==> src/xmrd_pkg.sv <==
// Functional notes
// - latch strobe high for latch-width field [14:12] plus one cycles.
// - address held half cycle after strobe falls, plus one if bit 10 clear (here the half cycle is one whole cycle).
// - rd strobe low half cycle after latch fall, plus one per clear bit 10, 9 (here the half cycle is one whole cycle).
// - read strobe stays low for read-width field [3:0] plus one cycles.
package xmrd_pkg;

   // ----------------------------------------------------------------
   // register map
   // ----------------------------------------------------------------
   localparam logic [7:0]  XMRD_OFF_CTRL   = 8'h00; // bit0 start (self clear)
   localparam logic [7:0]  XMRD_OFF_PARAM  = 8'h04; // ext_mem_timing_param
   localparam logic [7:0]  XMRD_OFF_ADDR   = 8'h08; // target address
   localparam logic [7:0]  XMRD_OFF_STATUS = 8'h0C; // bit0 busy, bit1 done
   localparam logic [7:0]  XMRD_OFF_DATA   = 8'h10; // captured read data

   // ----------------------------------------------------------------
   // timing parameter fields, reset value and response codes
   // ----------------------------------------------------------------
   localparam int          XMRD_ALE_HI     = 14;
   localparam int          XMRD_ALE_LO     = 12;
   localparam int          XMRD_XHOLD_BIT  = 10;
   localparam int          XMRD_XDLY_BIT   = 9;
   localparam int          XMRD_RDW_HI     = 3;
   localparam int          XMRD_RDW_LO     = 0;
   localparam logic [15:0] XMRD_PARAM_RST  = 16'h0000;
   localparam logic [1:0]  XMRD_RESP_OKAY  = 2'h0;
   localparam logic [1:0]  XMRD_RESP_SLVERR = 2'h2;

   // ----------------------------------------------------------------
   // types
   // ----------------------------------------------------------------
   typedef struct packed {
      logic        region_sel;   // mem_region_select, active low
      logic        latch_strobe; // addr_latch_strobe
      logic        rd_n;         // read strobe, active low
      logic        bus_oe_n;     // low while driving address
      logic [15:0] bus_out;
   } xmrd_pins_t;

   typedef enum logic [2:0] {
      XMRD_IDLE, XMRD_SEL, XMRD_ALE, XMRD_HOLD, XMRD_RD, XMRD_REL
   } xmrd_state_t;

endpackage

==> src/xmrd_ctrl.sv <==
// Our own choices: the AXI4-Lite interface to the registers and the register offsets.
`timescale 1ns/1ns
module xmrd_ctrl
   import xmrd_pkg::*;
(
   input  wire logic        core_clk,
   input  wire logic        nrst,
   // axi4-lite slave
   input  wire logic [7:0]  s_awaddr,
   input  wire logic        s_awvalid,
   output logic             s_awready,
   input  wire logic [31:0] s_wdata,
   input  wire logic [3:0]  s_wstrb,
   input  wire logic        s_wvalid,
   output logic             s_wready,
   output logic [1:0]       s_bresp,
   output logic             s_bvalid,
   input  wire logic        s_bready,
   input  wire logic [7:0]  s_araddr,
   input  wire logic        s_arvalid,
   output logic             s_arready,
   output logic [31:0]      s_rdata,
   output logic [1:0]       s_rresp,
   output logic             s_rvalid,
   input  wire logic        s_rready,
   // external memory pins
   output xmrd_pins_t       pins,
   input  wire logic [15:0] bus_in
);

   // ----------------------------------------------------------------
   // register state
   // ----------------------------------------------------------------
   logic [15:0]  param;
   logic [15:0]  addr;
   logic [15:0]  rdata;
   logic         done;
   logic         start;
   logic         aw_got;
   logic         w_got;
   logic [7:0]   aw_hold;
   logic [31:0]  w_hold;
   logic [3:0]   s_hold;
   xmrd_state_t  state;
   logic [3:0]   cnt;
   logic         busy;
   logic         do_wr;
   logic [7:0]   wa;
   logic [31:0]  wd;
   logic [3:0]   ws;
   logic         wr_go;
   logic [3:0]   hold_len;

   assign busy  = (state != XMRD_IDLE);
   assign wa    = aw_got ? aw_hold : s_awaddr;
   assign wd    = w_got ? w_hold : s_wdata;
   assign ws    = w_got ? s_hold : s_wstrb;
   assign do_wr = (aw_got | s_awvalid) & (w_got | s_wvalid) &
                  ~s_bvalid & ~wr_go;
   // extra cycles before the read strobe: one per clear bit 10 and bit 9
   assign hold_len = 4'(!param[XMRD_XHOLD_BIT]) +
                     4'(!param[XMRD_XDLY_BIT]);

   // address and data channels may arrive in either order; the write
   // itself waits one edge so the response never precedes the hand-offs
   always_ff @(posedge core_clk or negedge nrst) begin
      if (!nrst) begin
         aw_got    <= 1'b0;
         w_got     <= 1'b0;
         aw_hold   <= 8'h00;
         w_hold    <= 32'h0000_0000;
         s_hold    <= 4'h0;
         s_awready <= 1'b0;
         s_wready  <= 1'b0;
         wr_go     <= 1'b0;
      end else begin
         s_awready <= 1'b0;
         s_wready  <= 1'b0;
         wr_go     <= 1'b0;
         if (do_wr) begin
            aw_got    <= 1'b0;
            w_got     <= 1'b0;
            aw_hold   <= wa;
            w_hold    <= wd;
            s_hold    <= ws;
            s_awready <= ~aw_got;
            s_wready  <= ~w_got;
            wr_go     <= 1'b1;
         end else if (!wr_go) begin
            if (s_awvalid && !aw_got && !s_bvalid && !s_awready) begin
               aw_got    <= 1'b1;
               aw_hold   <= s_awaddr;
               s_awready <= 1'b1;
            end
            if (s_wvalid && !w_got && !s_bvalid && !s_wready) begin
               w_got    <= 1'b1;
               w_hold   <= s_wdata;
               s_hold   <= s_wstrb;
               s_wready <= 1'b1;
            end
         end
      end
   end

   // write response; one outstanding write
   always_ff @(posedge core_clk or negedge nrst) begin
      if (!nrst) begin
         s_bvalid <= 1'b0;
         s_bresp  <= XMRD_RESP_OKAY;
      end else if (wr_go) begin
         s_bvalid <= 1'b1;
         s_bresp  <= (aw_hold == XMRD_OFF_CTRL ||
                      aw_hold == XMRD_OFF_PARAM ||
                      aw_hold == XMRD_OFF_ADDR) ? XMRD_RESP_OKAY
                                                : XMRD_RESP_SLVERR;
      end else if (s_bvalid && s_bready) begin
         s_bvalid <= 1'b0;
      end
   end

   // register writes; start ignored while a cycle runs
   always_ff @(posedge core_clk or negedge nrst) begin
      if (!nrst) begin
         param <= XMRD_PARAM_RST;
         addr  <= 16'h0000;
         start <= 1'b0;
      end else begin
         start <= 1'b0;
         if (wr_go) begin
            if (aw_hold == XMRD_OFF_PARAM) begin
               if (s_hold[0]) param[7:0]  <= w_hold[7:0];
               if (s_hold[1]) param[15:8] <= w_hold[15:8];
            end
            if (aw_hold == XMRD_OFF_ADDR) begin
               if (s_hold[0]) addr[7:0]  <= w_hold[7:0];
               if (s_hold[1]) addr[15:8] <= w_hold[15:8];
            end
            if (aw_hold == XMRD_OFF_CTRL && s_hold[0])
               start <= w_hold[0] & ~busy;
         end
      end
   end

   // read channel
   always_ff @(posedge core_clk or negedge nrst) begin
      if (!nrst) begin
         s_arready <= 1'b0;
         s_rvalid  <= 1'b0;
         s_rdata   <= 32'h0000_0000;
         s_rresp   <= XMRD_RESP_OKAY;
      end else begin
         s_arready <= 1'b0;
         if (s_rvalid) begin
            if (s_rready) s_rvalid <= 1'b0;
         end else if (s_arready) begin
            // answer one edge after the hand-off; address still held here
            s_rvalid  <= 1'b1;
            s_rresp   <= XMRD_RESP_OKAY;
            unique case (s_araddr)
               XMRD_OFF_CTRL:   s_rdata <= 32'h0000_0000;
               XMRD_OFF_PARAM:  s_rdata <= {16'h0000, param};
               XMRD_OFF_ADDR:   s_rdata <= {16'h0000, addr};
               XMRD_OFF_STATUS: s_rdata <= {30'h0, done, busy};
               XMRD_OFF_DATA:   s_rdata <= {16'h0000, rdata};
               default: begin
                  s_rdata <= 32'h0000_0000;
                  s_rresp <= XMRD_RESP_SLVERR;
               end
            endcase
         end else if (s_arvalid) begin
            s_arready <= 1'b1;
         end
      end
   end

   // ----------------------------------------------------------------
   // read-cycle sequencer
   // ----------------------------------------------------------------
   // half-cycle offsets of the pin timing are rounded onto whole edges;
   // the sequencer runs on the undivided clock so counts are exact
   always_ff @(posedge core_clk or negedge nrst) begin
      if (!nrst) begin
         state <= XMRD_IDLE;
         cnt   <= 4'h0;
      end else begin
         unique case (state)
            XMRD_IDLE: if (start) state <= XMRD_SEL;
            XMRD_SEL: begin
               state <= XMRD_ALE;
               cnt   <= {1'b0, param[XMRD_ALE_HI:XMRD_ALE_LO]};
            end
            XMRD_ALE: begin
               if (cnt == 4'h0) begin
                  // extra cycles: one per clear bit 10 and bit 9
                  cnt   <= hold_len;
                  state <= XMRD_HOLD;
               end else cnt <= cnt - 4'h1;
            end
            XMRD_HOLD: begin
               if (cnt == 4'h0) begin
                  cnt   <= param[XMRD_RDW_HI:XMRD_RDW_LO];
                  state <= XMRD_RD;
               end else cnt <= cnt - 4'h1;
            end
            XMRD_RD: begin
               if (cnt == 4'h0) state <= XMRD_REL;
               else cnt <= cnt - 4'h1;
            end
            XMRD_REL: state <= XMRD_IDLE;
            // unused codes fall back to idle
            default:  state <= XMRD_IDLE;
         endcase
      end
   end

   // pin drive; all outputs registered, from the current state and count, param and addr
   always_ff @(posedge core_clk or negedge nrst) begin
      if (!nrst) begin
         pins <= '{region_sel: 1'b1, latch_strobe: 1'b0, rd_n: 1'b1,
                   bus_oe_n: 1'b1, bus_out: 16'h0000};
      end else begin
         // select let go one edge after the read strobe rises
         pins.region_sel   <= !(state inside {XMRD_SEL, XMRD_ALE,
                                              XMRD_HOLD, XMRD_RD});
         pins.latch_strobe <= (state == XMRD_SEL) ||
                              (state == XMRD_ALE && cnt != 4'h0);
         pins.rd_n         <= !((state == XMRD_HOLD && cnt == 4'h0) ||
                              (state == XMRD_RD && cnt != 4'h0));
         // address stays one edge past latch fall, one more if bit 10 clear
         pins.bus_oe_n     <= !((state inside {XMRD_SEL, XMRD_ALE}) ||
                              (state == XMRD_HOLD && cnt == hold_len &&
                               !param[XMRD_XHOLD_BIT]));
         pins.bus_out      <= addr;
      end
   end

   // data captured as the read strobe rises, before bus turnaround
   always_ff @(posedge core_clk or negedge nrst) begin
      if (!nrst) begin
         rdata <= 16'h0000;
         done  <= 1'b0;
      end else begin
         if (state == XMRD_RD && cnt == 4'h0) begin
            rdata <= bus_in;
            done  <= 1'b1;
         end else if (start) begin
            done <= 1'b0;
         end
      end
   end

endmodule

==> config.mk <==
export PLATFORM = sky130hd
export DESIGN_NAME = xmrd_ctrl
export DESIGN_NICKNAME = d
export VERILOG_FILES = /design/src/xmrd_pkg.sv /design/src/xmrd_ctrl.sv
export SDC_FILE = /design/constraint.sdc
export NUM_CORES = 1
export LEC_CHECK = 0
export ABC_AREA = 0
export BUFFER_PORTS_ARGS = -buffer_cell sky130_fd_sc_hd__buf_2
export CAP_MARGIN = 40
export CORE_ASPECT_RATIO = 0.6
export CORE_MARGIN = 2
export CORE_UTILIZATION = 57
export CTS_CLUSTER_SIZE = 10
export DETAILED_ROUTE_END_ITERATION = 10
export PLACE_DENSITY = 0.84
export SLEW_MARGIN = 20
export SYNTH_ARGS = -nofsm -noshare
export SYNTH_HDL_FRONTEND = slang
export SYNTH_SLANG_ARGS = --single-unit
==> constraint.sdc <==
create_clock -name core_clk -period 4.8 [get_ports core_clk]
set_clock_uncertainty 0.15 [all_clocks]
set_input_delay 0.96 -clock core_clk [delete_from_list [all_inputs] [get_ports core_clk]]
set_output_delay 0.96 -clock core_clk [all_outputs]
set_load 0.05 [all_outputs]
==> metrics.md <==
| Metric | Value |
|---|---|
| CTS tree | yes |
| Final min period | 2.66 ns |
| TritonRoute pass-1 iters | 4 |
| Layout cells sized above 1 | 41.2% |
| PD cells | just under 600 mW/mm^2 |
| Fill count | 652 |
| Synth cell types | 52 |
| Vias post-DR | 3844 |
| Worst Reg-to-Reg Cells | 5 |
| Final std cells w/o fill | 683 |
| Sequential fraction of the synthesis area | between 50% and 60% |
| Clock root cell | clkbuf_16 |
| Global Route Usage Sum | 26.1% |
| Async set or reset register ratio after synthesis | between 90% and 100% |
| Primary FF master, synth | dfrtp_1 |
| GPL Wtd Cong | 0.896 |
| Clk_lat worst skew | 0.41 ns |
| Commonest non-fill, non-tap cell in the layout | dfrtp_1 |
| Largest net degree at the start of global routing | 45 |
| Die ar. | approximately 0.011 mm^2 |
| WS Path Type | flip-flop to flip-flop |
| Reg-to-Reg Start | cnt[0] |
| Vias in the first global route | between 3k and 4k |
| Routed WL | ~13000 um |
| Least-Margin Pin Slew | 0.784 ns |
| DR DRC count | 0 |
| # hold bufs at CTS | 0 |
| Synthesized area | 0.00555 mm^2 |
| Worst setup SP type | flip-flop |
| Post-CTS Setup Bufs | 0 |
| Clock Pin Slew Worst Setup and Hold Paths | 0.05 ns |
| Fin. max-slew vios | 0 |
| Placed insts | 651 |
| Buffers on Ports | 99 |
| Reg2reg setup slack | 2.14 ns |
| Final hold vios | 0 |
| Post-Layout Inst Area | 0.00669 mm^2 |
| Pleak | 3.27 nW |
| Fmax | 376 MHz |
| Outcome | completed |
| Final setup violation count | 0 |
| Delay-heaviest family, CP | simple AND/OR/NAND/NOR gates |
| Layout area overhead | 20.5% |
| Worst hold-check path type | flip-flop to flip-flop |
| Data required, critical path | 4.94 ns |
| Detailed Place HPWL | 8710 um |
| Setup TNS | 0 ns |
| Die Y | 80.4 um |
| Slowest cell on crit path | nor3b_2 |
| 1st-iter DRT viols | approximately 220 |
| WHS Path Cells | 0 |
| Post-cts gate resize count | 0 |
| Placed Area | 0.00613 mm^2 |
| Final period util | approximately 55% |
| Num CTS Buffers | 17 |
| Wire per inst | around 19 um |
| Rows | 27 |
| Worst path max stage delay | 0.63 ns |
| IO Count | 136 |
| Nets@finish | 620 |
| CP Max Fanout | 18 |
| Die span in x | 131 um |
| Slew HR | approximately 48% |
| Critical hold path startpoint | addr[11] |
| Seq cells post-synth | 129 |
| Worst endpoint data arrival time | 2.80 ns |
| Unrepaired setup endpoints after global routing | no |
| Max H-tree Level | 4 |
| Peak supply drop | ~340 uV |
| Antenna diodes | 0 |
| Routed Antenna Nets | 0 |
| Initial antenna violation count | 0 |
| Global route overflow | 0 |
| Reg-to-reg endpoint | rdata[4] |
| Via/cell ratio | 5.63 |
| CP Buf/Inv Count | 1 |
| CTS max path bufs | 2 |
| Most frequent cells in the layout | dfrtp_1, buf_2, mux2_2 |
| First-pass GRT wire length | 20600 um |
| Core Region | 0.00932 mm^2 |
| CP endpoint kind | flip-flop |
| Average size of a mapped cell | approximately 13 um^2 |
| Max-cap viol count | 0 |
| Cells after synthesis | about 440 |
| Clk sinks | 129 |
| Hold worst-path end | pins[11] |
| Starting Density | 59.5% |
| EDFF count, synth | 0 |
| Yosys warning count | 0 |
| Cells along the critical path | inv_1 -> ha_1 -> nor3b_2 -> nand2_2 -> mux2_2 |
worst reg2reg max path, stage by stage (launching register included):
cell     delay, ns
dfrtp_1       0.42
inv_1         0.13
ha_1          0.24
nor3b_2       0.64
nand2_2       0.54
mux2_2        0.43
where the power goes:
part | switching (mW) | total [mW] | internal (mW)
Clock | 0.446 | 1.19 | 0.741
Sequential | 0.265 | 1.66 | 1.39
Combinational | 0.617 | 1.06 | 0.448
Total | 1.33 | 3.91 | 2.58
flip-flops by register name, indices dropped and copies added (netlist names), 2 cells and up:
register	count
rdata	16
pins	20
s_hold	2
aw_hold	8
addr	16
cnt	4
s_rdata	16
w_hold	16
state	3
param	16
per-layer routing:
metal / vias to the layer above / global-route usage [%] / routed length (um)
li1: 1739 / - / -
met1: 1934 / 35.4 / 5910
met2: 142 / 40.9 / 5890
met3: 29 / 6.38 / 752
met4: 0 / 11.1 / 280
met5: - / 0 / 0
stage by stage:
stage	hold slack, ns	power (mW)	worst slack, ns	utilization [%]
floorplan	0.218	2.43	2.32	-
global placement	0.236	2.65	1.76	65.4
detailed placement	0.238	2.70	1.75	65.7
CTS	0.250	3.90	2.17	71.5
global route	0.270	4.10	2.04	71.8
finish	0.244	3.91	2.14	71.8
logic make-up (layout without fill, tap and decap cells):
group                      Yosys count  in the layout  synth area share (%)
adders and majority gates            3              3                 0.676
muxes                               78             78                  15.8
DFF                                129            129                  58.2
and+or+nand+nor                     88             88                  9.76
other                                1             18                0.0676
xor gates and xnor gates             3              3                 0.473
buffers and inverters               48            148                  4.62
AOI/OAI and AO/OA                   86             86                  10.4
layout make-up:
class,count,area (um^2),share of cell area (%)
Clock buffer,23,478,7.14
Clock inverter,7,60.1,0.898
Inverter,11,41.3,0.617
Multi-Input combinational cell,276,2130,31.8
Sequential cell,129,3230,48.3
Tap cell,130,163,2.43
Timing Repair Buffer,107,586,8.75
worst max-delay path by stage:
stage                start           to  slack, ns  cells past startpoint
2_1_floorplan  s_araddr[5]  s_rdata[10]       2.32                      5
3_3_place_gp   s_araddr[5]  s_rdata[15]       1.76                      5
3_5_place_dp   s_araddr[5]   s_rdata[7]       1.75                      5
4_1_cts        s_araddr[5]   s_rdata[2]       2.17                      5
5_1_grt             cnt[0]     rdata[4]       2.04                      5
6_report            cnt[0]     rdata[4]       2.14                      5
cells in the mapped netlist (3+ instances only):
cell	number	area share, %
a21oi_1	11	0.99
a22o_1	14	2.2
a22oi_1	16	2.2
a31oi_1	6	0.68
buf_2	4	0.36
buf_4	19	2.6
clkbuf_1	14	0.95
dfrtp_1	126	57
dfstp_2	3	1.4
ha_1	3	0.68
inv_1	11	0.74
mux2_2	76	15
nand2_1	26	1.8
nand2b_1	7	0.79
nand3_1	3	0.27
nand3_4	4	1.3
nor2_1	16	1.1
nor2b_1	5	0.56
nor3_1	5	0.45
o21ai_0	18	1.6
o21ai_1	5	0.45
or3b_2	3	0.47
Note: power is estimated with default switching activity, not from simulation.
